===== src/inc/mcd_pkg.sv =====
// package for the monitor command decoder: pages, addresses, command codes,
// request and answer structs, measurement sequencing constants.
// assumes a single 250 MHz clock domain and a request port fed by comms logic.
package mcd_pkg;
    // ==================== pages and addresses ====================
    localparam logic [2:0] PAGE_RESULT = 3'h1; // measurement results
    localparam logic [2:0] PAGE_CONFIG = 3'h2; // configuration page
    localparam logic [2:0] PAGE_CMD = 3'h3; // device commands
    localparam logic [2:0] PAGE_NV = 3'h4; // nonvolatile factory signature page
    localparam logic [2:0] PAGE_NVSH = 3'h5; // computed signature page
    localparam logic [5:0] ADDR_PACK = 6'h00;
    localparam logic [5:0] ADDR_CELL_LAST = 6'h0C;
    localparam logic [5:0] ADDR_NV_SIG = 6'h3F;
    localparam logic [5:0] ADDR_NV_SHADOW = 6'h00;
    localparam logic [5:0] ADDR_CFG_FIRST = 6'h10; // checksummed config range
    localparam logic [5:0] ADDR_CFG_LAST = 6'h1D;
    localparam logic [5:0] ADDR_BAL_FIRST = 6'h20; // balance value registers
    localparam logic [5:0] ADDR_BAL_LAST = 6'h37;
    localparam logic [3:0] ADDR_ALL_STACK = 4'hF; // broadcast stack address
    // ==================== command codes ====================
    localparam logic [5:0] CMD_SCAN_VOLT = 6'h01;
    localparam logic [5:0] CMD_SCAN_TEMP = 6'h02;
    localparam logic [5:0] CMD_SCAN_MIXED = 6'h03;
    localparam logic [5:0] CMD_SCAN_WIRES = 6'h04;
    localparam logic [5:0] CMD_SCAN_ALL = 6'h05;
    localparam logic [5:0] CMD_SCAN_CONT = 6'h06;
    localparam logic [5:0] CMD_SCAN_INH = 6'h07;
    localparam logic [5:0] CMD_MEASURE = 6'h08;
    localparam logic [5:0] CMD_IDENTIFY = 6'h09;
    localparam logic [5:0] CMD_SLEEP = 6'h0A;
    localparam logic [5:0] RSP_NAK = 6'h0B;
    localparam logic [5:0] CMD_ACK = 6'h0C;
    localparam logic [5:0] RSP_COMMS_FAIL = 6'h0E;
    localparam logic [5:0] CMD_WAKE = 6'h0F;
    localparam logic [5:0] CMD_BAL_EN = 6'h10;
    localparam logic [5:0] CMD_BAL_INH = 6'h11;
    localparam logic [5:0] CMD_RESET = 6'h12;
    localparam logic [5:0] CMD_CSUM_CALC = 6'h13;
    localparam logic [5:0] CMD_CSUM_CHECK = 6'h14;
    // ==================== widths and counts ====================
    localparam int DATA_W = 14;
    localparam int CELLS = 12;
    localparam int TEMPS = 7; // 4 external, internal, reference, spare slot
    localparam logic [DATA_W-1:0] ZERO_DATA = 14'h0000;
    localparam logic [3:0] SLOT_EXTERNAL_INPUT_ONE = 4'h1; // temp slot of external input one
    localparam logic [3:0] SLOT_INT = 4'h0; // internal temperature slot
    localparam logic [3:0] SLOT_REF = 4'h5; // secondary reference slot
    localparam logic [3:0] MIX_EXT_AT = 4'h6; // voltage scan step where ext sample is taken, before cell 6
    localparam logic [3:0] WAKE_DIV = 4'hF; // wake clock half period is this plus one, in clk cycles
    localparam logic [4:0] WAKE_EDGES = 5'h10; // wake clock edges sent
    // ==================== request and answer carriers ====================
    typedef struct packed {
        logic write; // 1 = write access
        logic [3:0] stack; // target stack address
        logic [2:0] page;
        logic [5:0] addr;
        logic [DATA_W-1:0] wdata;
    } mcd_req_t;
    typedef struct packed {
        logic [5:0] code; // response code, 0 for plain data
        logic [DATA_W-1:0] rdata;
    } mcd_rsp_t;
    typedef struct packed {
        logic [3:0] kind; // 0 cell, 1 pack, 2..8 temp slot
        logic [3:0] index; // cell number minus one
    } mcd_sel_t;
endpackage


===== src/rtl/mcd_decoder.sv =====
// monitor command decoder: runs commands, holds results, answers requests.
// assumes one-cycle request pulses and a converter answering each start.
`timescale 1ns/1ps
`default_nettype none
module mcd_decoder
    import mcd_pkg::*;
#(
    parameter logic [DATA_W-1:0] FACTORY_SIG = 14'h1234, // arbitrary value
    parameter logic [3:0] OWN_ADDR_INIT = 4'h0
)
(
    input wire logic clk_i,
    input wire logic rst_n_i,
    input wire logic req_valid_i,
    input wire mcd_req_t req_i,
    input wire mcd_sel_t measure_sel_i,
    input wire logic fwd_nak_i, // downstream device failed to acknowledge
    input wire logic [3:0] stack_pos_i, // position found by identify
    input wire logic [3:0] stack_size_i,
    input wire logic link_clk_i, // daisy link clock from neighbour
    input wire logic adc_done_i, // conversion complete, same domain
    input wire logic [DATA_W-1:0] adc_data_i,
    input wire logic [DATA_W-1:0] nv_word_i, // word from nonvolatile reload
    input wire logic nv_word_valid_i,
    input wire logic cfg_wr_i, // config write port for checksummed page
    input wire logic [5:0] cfg_addr_i,
    input wire logic [DATA_W-1:0] cfg_wdata_i,
    output logic rsp_valid_o,
    output mcd_rsp_t rsp_o,
    output logic adc_start_o,
    output mcd_sel_t adc_sel_o,
    output logic wire_test_o, // conversion is an open-wire test
    output logic scan_cont_o,
    output logic balance_enable_flag_o,
    output logic register_checksum_fault_o,
    output logic sleep_o,
    output logic wake_clk_o,
    output logic [3:0] own_addr_o,
    output logic [3:0] stack_size_o,
    output logic nv_reload_o // pulse: reload nonvolatile data
);
    // ==================== state ====================
    typedef enum logic [2:0] {
        ST_IDLE = 3'b000,
        ST_VOLT = 3'b001,
        ST_TEMP = 3'b011,
        ST_WIRE = 3'b010,
        ST_ONE = 3'b110
    } mcd_state_t;
    mcd_state_t state;
    logic all_mode; // scan all chains volt -> temp -> wire
    logic mixed_mode; // mixed scan inserts ext one sample
    logic ext_done; // ext one already taken in this mixed scan
    logic [3:0] step; // step index inside a sequence
    logic busy; // conversion outstanding
    logic [DATA_W-1:0] cell_res [CELLS]; // cell results
    logic [DATA_W-1:0] temp_res [TEMPS]; // temperature slot results
    logic [DATA_W-1:0] pack_res;
    logic [CELLS-1:0] open_wire; // wire scan results
    logic [DATA_W-1:0] cfg_reg [16]; // checksummed config words
    logic [DATA_W-1:0] bal_reg [24]; // balance value words
    logic [DATA_W-1:0] csum_held; // checksum captured by calc command
    logic [DATA_W-1:0] nv_shadow_sig; // signature of last reload
    logic [DATA_W-1:0] cfg_sum; // live checksum of config words
    logic link_s1, link_s2, link_s3; // link clock synchroniser and edge store
    logic [3:0] wake_div;
    logic [4:0] wake_cnt;
    logic reset_cmd; // reset command pulse
    logic addressed; // request is for this device
    logic cmd_rd; // awake, addressed read in the command page
    // ==================== request decode ====================
    // broadcast 1111 is accepted by every device
    assign addressed = (req_i.stack == own_addr_o) || (req_i.stack == ADDR_ALL_STACK);
    assign cmd_rd = req_valid_i && addressed && !req_i.write && (req_i.page == PAGE_CMD) && !sleep_o;
    assign reset_cmd = cmd_rd && (req_i.addr == CMD_RESET);
    // live checksum: sum rotated by word, cheap and order sensitive
    always_comb
    begin
        cfg_sum = ZERO_DATA;
        for (int i = 0; i < 16; i++)
        begin
            cfg_sum = {cfg_sum[DATA_W-2:0], cfg_sum[DATA_W-1]} ^ cfg_reg[i];
        end
    end
    // ==================== link clock sampling ====================
    // the second and third stages feed the edge detector
    always_ff @(posedge clk_i)
    begin
        link_s1 <= link_clk_i;
        link_s2 <= link_s1;
        link_s3 <= link_s2;
    end
    // ==================== answers ====================
    // one answer per addressed request while awake, one cycle after it, unless fwd_nak_i in the same cycle replaces it
    always_ff @(posedge clk_i)
    begin
        if (!rst_n_i)
        begin
            rsp_valid_o <= 1'b0;
            rsp_o <= '0;
        end
        else if (fwd_nak_i)
        begin
            rsp_valid_o <= 1'b1;
            rsp_o <= '{code: RSP_COMMS_FAIL, rdata: ZERO_DATA};
        end
        else if (req_valid_i && addressed && !sleep_o)
        begin
            rsp_valid_o <= 1'b1;
            rsp_o <= '0; // code 0 marks a data read
            if (req_i.page == PAGE_CMD)
            begin
                if (req_i.write)
                    rsp_o.code <= RSP_NAK;
                else if (req_i.addr < CMD_SCAN_VOLT || req_i.addr > CMD_CSUM_CHECK
                    || req_i.addr == RSP_NAK || req_i.addr == 6'h0D || req_i.addr == RSP_COMMS_FAIL)
                    rsp_o.code <= RSP_NAK;
                else
                    rsp_o.code <= CMD_ACK;
            end
            else if (req_i.page == PAGE_RESULT && !req_i.write && req_i.addr <= ADDR_CELL_LAST)
                rsp_o.rdata <= (req_i.addr == ADDR_PACK) ? pack_res : cell_res[req_i.addr[3:0] - 4'h1];
            else if (req_i.page == PAGE_NV && !req_i.write && req_i.addr == ADDR_NV_SIG)
                rsp_o.rdata <= FACTORY_SIG;
            else if (req_i.page == PAGE_NVSH && !req_i.write && req_i.addr == ADDR_NV_SHADOW)
                rsp_o.rdata <= nv_shadow_sig;
            else
                rsp_o.code <= RSP_NAK;
        end
        else
            rsp_valid_o <= 1'b0;
    end
    // ==================== mode flags ====================
    // mode flags; reset command clears all
    always_ff @(posedge clk_i)
    begin
        if (!rst_n_i || reset_cmd)
        begin
            scan_cont_o <= 1'b0;
            balance_enable_flag_o <= 1'b0;
            sleep_o <= 1'b0;
        end
        else if (sleep_o)
            sleep_o <= !(link_s2 ^ link_s3); // any link edge wakes
        else if (cmd_rd)
        begin
            unique case (req_i.addr)
                CMD_SCAN_CONT: scan_cont_o <= 1'b1;
                CMD_SCAN_INH: scan_cont_o <= 1'b0;
                CMD_BAL_EN: balance_enable_flag_o <= 1'b1;
                CMD_BAL_INH: balance_enable_flag_o <= 1'b0;
                CMD_SLEEP: sleep_o <= 1'b1;
                default: ;
            endcase
        end
    end
    // ==================== identify and checksum ====================
    always_ff @(posedge clk_i)
    begin
        if (!rst_n_i || reset_cmd)
        begin
            own_addr_o <= OWN_ADDR_INIT;
            stack_size_o <= 4'h0;
            csum_held <= ZERO_DATA;
            register_checksum_fault_o <= 1'b0;
        end
        else if (cmd_rd)
        begin
            if (req_i.addr == CMD_IDENTIFY)
            begin
                own_addr_o <= stack_pos_i;
                stack_size_o <= stack_size_i;
            end
            if (req_i.addr == CMD_CSUM_CALC)
                csum_held <= cfg_sum;
            if (req_i.addr == CMD_CSUM_CHECK && cfg_sum != csum_held)
                register_checksum_fault_o <= 1'b1;
        end
    end
    // ==================== config, balance and reload ====================
    // reset command restarts the nonvolatile reload and signature
    always_ff @(posedge clk_i)
    begin
        if (!rst_n_i || reset_cmd)
        begin
            for (int i = 0; i < 16; i++)
                cfg_reg[i] <= ZERO_DATA;
            for (int i = 0; i < 24; i++)
                bal_reg[i] <= ZERO_DATA;
            nv_shadow_sig <= ZERO_DATA;
            nv_reload_o <= 1'b1;
        end
        else
        begin
            nv_reload_o <= 1'b0;
            if (nv_word_valid_i)
                nv_shadow_sig <= {nv_shadow_sig[DATA_W-2:0], nv_shadow_sig[DATA_W-1]} ^ nv_word_i;
            if (cfg_wr_i && cfg_addr_i >= ADDR_CFG_FIRST && cfg_addr_i <= ADDR_CFG_LAST)
                cfg_reg[cfg_addr_i[3:0]] <= cfg_wdata_i;
            if (cfg_wr_i && cfg_addr_i >= ADDR_BAL_FIRST && cfg_addr_i <= ADDR_BAL_LAST)
                bal_reg[5'(cfg_addr_i - ADDR_BAL_FIRST)] <= cfg_wdata_i;
        end
    end
    // ==================== wake clock ====================
    // low frequency clock toward the stack after a wake command
    always_ff @(posedge clk_i)
    begin
        if (!rst_n_i)
        begin
            wake_cnt <= 5'h00;
            wake_div <= 4'h0;
            wake_clk_o <= 1'b0;
        end
        else if (req_valid_i && !req_i.write && req_i.page == PAGE_CMD && req_i.addr == CMD_WAKE)
        begin
            wake_cnt <= WAKE_EDGES;
            wake_div <= WAKE_DIV;
        end
        else if (wake_cnt != 5'h00)
        begin
            if (wake_div == 4'h0)
            begin
                wake_div <= WAKE_DIV;
                wake_clk_o <= ~wake_clk_o;
                wake_cnt <= wake_cnt - 5'h01;
            end
            else
                wake_div <= wake_div - 4'h1;
        end
        else
            wake_clk_o <= 1'b0;
    end
    // ==================== scan sequencer ====================
    // one conversion at a time; result stored on adc_done_i
    always_ff @(posedge clk_i)
    begin
        if (!rst_n_i || reset_cmd)
        begin
            state <= ST_IDLE; // scans stop
            all_mode <= 1'b0;
            mixed_mode <= 1'b0;
            ext_done <= 1'b0;
            step <= 4'h0;
            busy <= 1'b0;
            adc_start_o <= 1'b0;
            adc_sel_o <= '0;
            wire_test_o <= 1'b0;
            pack_res <= ZERO_DATA;
            open_wire <= '0;
            for (int i = 0; i < CELLS; i++)
                cell_res[i] <= ZERO_DATA;
            for (int i = 0; i < TEMPS; i++)
                temp_res[i] <= ZERO_DATA;
        end
        else
        begin
            adc_start_o <= 1'b0;
            unique case (state)
                ST_IDLE:
                begin
                    step <= 4'h0;
                    ext_done <= 1'b0;
                    if (cmd_rd)
                    begin
                        all_mode <= (req_i.addr == CMD_SCAN_ALL);
                        mixed_mode <= (req_i.addr == CMD_SCAN_MIXED);
                        if (req_i.addr == CMD_SCAN_VOLT || req_i.addr == CMD_SCAN_MIXED
                            || req_i.addr == CMD_SCAN_ALL)
                            state <= ST_VOLT;
                        else if (req_i.addr == CMD_SCAN_TEMP)
                            state <= ST_TEMP;
                        else if (req_i.addr == CMD_SCAN_WIRES)
                            state <= ST_WIRE;
                        else if (req_i.addr == CMD_MEASURE)
                            state <= ST_ONE;
                    end
                    else if (scan_cont_o)
                        state <= ST_VOLT; // repeat voltage scans
                end
                default:
                begin
                    if (!busy)
                    begin
                        busy <= 1'b1;
                        adc_start_o <= 1'b1;
                        wire_test_o <= (state == ST_WIRE);
                        if (state == ST_ONE)
                            adc_sel_o <= measure_sel_i;
                        else if (state == ST_TEMP)
                            adc_sel_o <= '{kind: 4'h2 + step, index: 4'h0};
                        else if (mixed_mode && step == MIX_EXT_AT && !ext_done)
                            adc_sel_o <= '{kind: 4'h2 + SLOT_EXTERNAL_INPUT_ONE, index: 4'h0};
                        else if (state == ST_VOLT && step == 4'h0)
                            adc_sel_o <= '{kind: 4'h1, index: 4'h0};
                        else
                            adc_sel_o <= '{kind: 4'h0, index: step - (state == ST_VOLT ? 4'h1 : 4'h0)};
                    end
                    else if (adc_done_i)
                    begin
                        busy <= 1'b0;
                        if (state == ST_ONE)
                        begin
                            if (adc_sel_o.kind == 4'h1)
                                pack_res <= adc_data_i;
                            else if (adc_sel_o.kind == 4'h0)
                                cell_res[adc_sel_o.index] <= adc_data_i;
                            else
                                temp_res[3'(adc_sel_o.kind - 4'h2)] <= adc_data_i;
                            state <= ST_IDLE;
                        end
                        else if (state == ST_TEMP)
                        begin
                            temp_res[3'(step)] <= adc_data_i;
                            step <= step + 4'h1;
                            if (step == SLOT_REF)
                            begin
                                step <= 4'h0;
                                state <= all_mode ? ST_WIRE : ST_IDLE;
                            end
                        end
                        else if (state == ST_WIRE)
                        begin
                            open_wire[step] <= adc_data_i != ZERO_DATA;
                            step <= step + 4'h1;
                            if (step == 4'(CELLS - 1))
                                state <= ST_IDLE;
                        end
                        else if (mixed_mode && step == MIX_EXT_AT && !ext_done)
                        begin
                            temp_res[SLOT_EXTERNAL_INPUT_ONE[2:0]] <= adc_data_i;
                            ext_done <= 1'b1;
                        end
                        else
                        begin
                            if (step == 4'h0)
                                pack_res <= adc_data_i;
                            else
                                cell_res[step - 4'h1] <= adc_data_i;
                            step <= step + 4'h1;
                            if (step == 4'(CELLS))
                            begin
                                step <= 4'h0;
                                state <= all_mode ? ST_TEMP : ST_IDLE;
                            end
                        end
                    end
                end
            endcase
        end
    end
endmodule
`default_nettype wire


===== config.mk =====
export PLATFORM = sky130hd
export DESIGN_NAME = mcd_decoder
export DESIGN_NICKNAME = d
export VERILOG_FILES = /design/src/inc/mcd_pkg.sv /design/src/rtl/mcd_decoder.sv
export SDC_FILE = /design/constraint.sdc
export NUM_CORES = 1
export LEC_CHECK = 0
export BUFFER_PORTS_ARGS = -buffer_cell sky130_fd_sc_hd__buf_2
export CAP_MARGIN = 5
export CORE_AREA = 10 10 212 214
export DETAILED_ROUTE_END_ITERATION = 12
export DIE_AREA = 0 0 222 224
export GPL_TIMING_DRIVEN = 0
export PLACE_DENSITY = 0.81
export SYNTH_ARGS = -nofsm -noshare
export SYNTH_HDL_FRONTEND = slang
export SYNTH_SLANG_ARGS = --single-unit

===== constraint.sdc =====
create_clock -name clk_i -period 11.9 [get_ports clk_i]
set_input_delay 2.38 -clock clk_i [delete_from_list [all_inputs] [get_ports clk_i]]
set_output_delay 2.38 -clock clk_i [all_outputs]
set_load 0.03 [all_outputs]

# After elaboration in Yosys (flattened, before gate mapping)

Memories as Yosys holds them, arrays and structs flattened.
Index checks and enable logic that the tools add are counted.

Add/subtract/negate cells: 7
Order comparisons: 5
Equal/unequal tests: 47
Mux-type cells: 97
Bitwise logic cells: 26
Reductions and logical operators: 69

Operator list:

| kind                                             | number |
|---|---|
| XOR 14 bit                                       | 16 |
| two-way mux 14 bit                               | 14 |
| two-way mux 4 bit                                | 15 |
| two-way mux 3 bit                                | 18 |
| == test 6 x 4 -> 1 bit, second input constant    | 7 |
| OR reduction 14 bit                              | 3 |
| two-way mux 1 bit                                | 37 |
| two-way mux 18 bit                               | 2 |
| == test 6 x 5 -> 1 bit, second input constant    | 5 |
| == test 6 x 3 -> 1 bit, second input constant    | 4 |
| logical AND 1 bit                                | 21 |
| two-way mux 5 bit                                | 4 |
| two-way mux 8 bit                                | 2 |
| AND reduction 2 bit                              | 8 |
| AND reduction 8 bit                              | 2 |
| nonzero test 2 bit                               | 8 |
| != test 14 bit                                   | 1 |
| == test 4 bit, second input constant             | 3 |
| == test 6 x 2 -> 1 bit, second input constant    | 2 |
| logical NOT 4 bit                                | 3 |
| subtractor 4 x 1 -> 4 bit, second input constant | 3 |
| nonzero test 5 bit                               | 2 |
| == test 3 x 2 -> 1 bit, second input constant    | 3 |
| == test 3 bit, second input constant             | 3 |
| 35 further kinds                                 | 65 |

Register bits after elaboration: 110
Memory bits (writable): 392
Input port bits: 100
Output and inout bits: 45
Word-level logic and storage cells: 284
Memories: 2

Memory list:

| memory   | depth | width | rd ports | clocked after Yosys merged registers in | write ports | RTL line          | RTL |
|---|---|---|---|---|---|---|---|
| cfg_reg  | 16    | 14    | 16       | 0                                       | 16          | mcd_decoder.sv:60 | `logic [DATA_W-1:0] cfg_reg [16];` |
| cell_res | 12    | 14    | 1        | 0                                       | 12          | mcd_decoder.sv:56 | `logic [DATA_W-1:0] cell_res [CELLS];` |

# Depth between registers and ports, before layout

An unclocked memory read counts as a cell.

Word-level depth: 19
Mapped depth: 15
Mapped depth without buffers: 9

# Worst setup path before layout

OpenSTA, ideal clock, no wires.

Kind: input to register
From: in req_i[14] (netlist name)
To: mem cell_res[5][0] (enable)
Setup time: 407 ps
Arrival time: 6226 ps
Data required time: 11493 ps
Path slack: 5266 ps
Cell stages on the path: 13
Buffers on the path: 6
Path through: clkbuf_1 buf_1 buf_2 inv_1 ha_1 nand4_1 o31a_1 clkbuf_1 nand2_2 mux2_2 buf_2 buf_2 o31ai_1

RTL lines:

| what            | RTL line          | RTL |
|---|---|---|
| start, declared | mcd_decoder.sv:15 | `input wire mcd_req_t req_i,` |
| end, declared   | mcd_decoder.sv:56 |  |

# Worst setup path after layout

From: in req_i[14] (netlist name)
To: reg rsp_o[8] (netlist name)

Cells in the longest elaborated chain, start to end: 6
Elaborated cells between the ends (all ways): 13
Classes of those cells: add/sub: 1; order compare: 1; eq/ne: 1; mux: 5; reduce/logical: 4; memory: 1

Ends and longest elaborated chain:

| what                                                         | RTL line           | RTL |
|---|---|---|
| branches (longest 4 deep; another with memory (12 x 14 bit)) | n/a                |  |
| two-way mux 14 bit *                                         | mcd_decoder.sv:121 | `else if (req_i.page == PAGE_RESULT && !req_i.write && req_i.addr <= ADDR_CELL_LAST)` |
| two-way mux 14 bit *                                         | mcd_decoder.sv:111 | `if (req_i.page == PAGE_CMD)` |
| end signal, assigned                                         | mcd_decoder.sv:105 | `rsp_o <= '{code: RSP_COMMS_FAIL, rdata: ZERO_DATA};` |
| end, declared                                                | mcd_decoder.sv:29  | `output mcd_rsp_t rsp_o,` |

Mark *: on every way between the ends.
A chain may end at the register's enable or synchronous reset.

==> flow_summary.ini <==
[run]
maxCapViolCount = 0

[global_route]
grt_usage_pct = 26.10
grt_pass1_vias = 17700
grt_pass1_wl_um = 101600
antenna_found_initial = 2
grt-ovfl-total = 0
grt_start_max_net_pins = 16

[clock_network]
cts.reportedPaths.clkPinSlew_ns = 0.06
numCtsBuffers = 57
hold_buffers = 0
clock-sinks = 556
post_cts_buffers = 0
htree_levels = 2
cts_resized = 0
insertion_delay_ns = 0.63
cts_max_path_buffers = 3
cts_tree = done
root_buffer = clkbuf_16

[sta]
setup_viol = 0
clock_skew_ns = 0.02206
setup-tns-final_ns = 0
rsz0062_at_grt = false
fmax_mhz = 135.9
tightest_slew_ns = 1.282
finalMaxSlewViolations = 0
hold_slack_ns = 0.3304
finalHoldViolCount = 0
relSlewSlack_pct = 13.90
fin_crit_sh_pct = 61.85
fin_crit_ns = 7.360

[worst_setup_path]
r2r_cells = 10
cp-start-kind = input pin
crit_arrival_ns = 7.86
crit_fanout = 10
critPathMaxStageDelay_ns = 0.84
required_ns = 12.40
critPathCaptureType = register
cpLargestDelayFamily = buffers and inverters
crit_chain = buf_2 > clkbuf_1 > buf_1 > buf_2 > inv_1 > ha_1 > clkbuf_1 > buf_1 > mux4_2 > a21boi_0 > nor4_1 > a21oi_1 > o21ai_0 > a21oi_1
crit_buf_inv = 7
r2r_start = own_addr_o[0]$_SDFFE_PP0P_
r2r-end = cfg_reg[10][8]$_SDFFCE_PN0P_
slowest_stage = buf_1
crit_type = in2reg
reg2reg_slack_ns = 7.78

[synthesis]
async_flop_share_pct = 0
synth.avg_cell_area_um2 = 12.42
ys_types = 62
yosys_warnings = 0
syn_area_um2 = 25310
synth_top_flop_cell = edfxtp_1
ys_seq_elements = 556
yosysSeqAreaShare_pct = 61.70
synth_cells = 2038
synth-edff-count = 448

[route]
detail_route.wl_per_cell_um = 23.02
dr_total_vias = 17250
viasPerCell = 6.040
first_pass_iters = 6
drc_errors = 0
wl_um = 65750
drtAntennaViolNets = 0
drt_iter0_drc = 1943

[cells_and_area]
multi_input_area_um2 = 9309
fillCellCount = 2712
final-seq-area_um2 = 15620
fin_nets = 2391
area_delta_synth_final_pct = 13.82
drive_above_1_share_pct = 14.38

[power]
leakagePower_nw = 10.30
sw_frac_of_total_pct = 25.78
clock_power_share_pct = 38.0
p_int_w = 0.003452
ir_drop_v = 0.0001284
comb_power_share_pct = 14.2
p_switching_w = 0.001199
power.density_nw_per_um2 = 161.5
share_seq_of_total_power_pct = 47.8

[die]
fp.dieH_um = 224
num_rows = 74
die_area_um2 = 49730
io_pins = 145
die_x_um = 222
initial_core_util_pct = 62.41
core-area_um2 = 40550

[placement]
hpwlAfterDp_um = 47250
io_buffers = 126
place.gp.congestion = 0.9231

[status]
status = finished, final reports clean

[min_path]
whs_path_depth = 0
hold_path.class = reg2reg
min_to = link_s2$_DFF_P_
worstHoldStart = link_s1$_DFF_P_
-- metrics by stage --
step	std cells	utilization [%]	setup WS (ns)	instance area [um2]	total power, W
floorplan	2067	-	5.266	25420	0.002707
global placement	2725	65.87	3.165	26710	0.002880
detailed placement	2747	66.51	4.066	26970	0.002915
CTS	2855	71.03	4.563	28800	0.004652
global route	2856	71.03	4.217	28810	0.004788
finish	2856	71.03	4.540	28810	0.004651
-- power by group through the flow --
stage	combinational [W]	clock, W	sequential, W
floorplan	0.000446	0	0.00226
global placement	0.000620	0	0.00226
detailed placement	0.000651	0	0.00226
CTS	0.000657	0.00177	0.00222
global route	0.000707	0.00185	0.00223
finish	0.000661	0.00177	0.00222
-- kinds of logic (layout without fill, tap and decap cells) --
family	after synthesis	count (layout)	share of synthesized area [%]
and+or+nand+nor	762	762	13.94
DFF	556	556	61.70
xor gates and xnor gates	252	252	9.255
AOI/OAI and AO/OA	216	216	5.438
buffers and inverters	136	392	2.165
muxes	98	98	6.650
adders and majority gates	17	17	0.8404
other	1	31	0.01482
-- layer usage --
layer / global-route usage (%) / up-vias / routed length, um
met5: 0 / - / 15
met4: 12.66 / 2 / 2834
met3: 4.284 / 181 / 5524
met2: 45.09 / 933 / 33230
met1: 31.45 / 8420 / 24150
li1: - / 7714 / -
-- layout make-up --
cell class | count | share of cell area (%)
sequential | 556 | 54.21
inverter | 32 | 0.4170
antenna | 1 | 0.008687
tap | 532 | 2.311
clock inverter | 33 | 1.003
clock buffer | 75 | 5.360
buffer | 104 | 1.485
multi-input combinational | 1375 | 32.32
timing repair buffer | 148 | 2.893
-- placed cells by master (no fill, tap or decap), types with 9 or more instances in the layout --
cell       netlist  layout
buf_6            0      10
nor2_1         359     359
a21boi_0        18      18
mux4_2          56      56
nand2_1        126     126
nor3_1          43      43
nor4_1          16      16
a21oi_1         51      51
clkinv_2         0      11
nor2b_1         37      36
xnor2_1        215     215
o21ai_1          4      19
a211oi_1        25      25
buf_1           11      11
xor2_1          28      28
nand2b_1        12      12
dfxtp_1        108     108
edfxtp_1       448     448
nand3_1         17      17
clkinv_1         1      12
and3_1          46      46
xor3_1           9       9
conb_1           1      30
and2_1          67      67
buf_2           21     147
buf_4            3      15
clkbuf_16        0      57
mux2i_1         41      41
inv_1           30      30
clkbuf_1        69      82
o21ai_0         52      32
ha_1            17      17
-- worst max path at each step --
| stage | startpoint | end | slack [ns] | depth (start not counted) |
|---|---|---|---|---|
| finish | req_i[14] | rsp_o[8]$_SDFFE_PP0P_ | 4.54 | 14 |
| global route | req_i[14] | cfg_reg[10][9]$_SDFFCE_PN0P_ | 4.22 | 15 |
| CTS | req_i[14] | cfg_reg[10][8]$_SDFFCE_PN0P_ | 4.56 | 15 |
| detailed placement | req_i[14] | cfg_reg[10][9]$_SDFFCE_PN0P_ | 4.07 | 15 |
| global placement | req_i[14] | cfg_reg[0][5]$_SDFFCE_PN0P_ | 3.17 | 15 |
| floorplan | req_i[14] | cell_res[5][0]$_SDFFCE_PN0P_ | 5.27 | 13 |
-- synthesized netlist by cell type (37+ instances only) --
master	number	share of area, %
clkbuf_1	69	1.0
mux4_2	56	5.0
dfxtp_1	108	8.5
o21ai_0	52	1.0
and2_1	67	1.7
mux2i_1	41	1.6
xnor2_1	215	7.4
edfxtp_1	448	53
nor3_1	43	0.85
nor2_1	359	5.3
and3_1	46	1.1
a21oi_1	51	1.0
nand2_1	126	1.9
nor2b_1	37	0.91
Note: power is estimated with default switching activity, not from simulation.
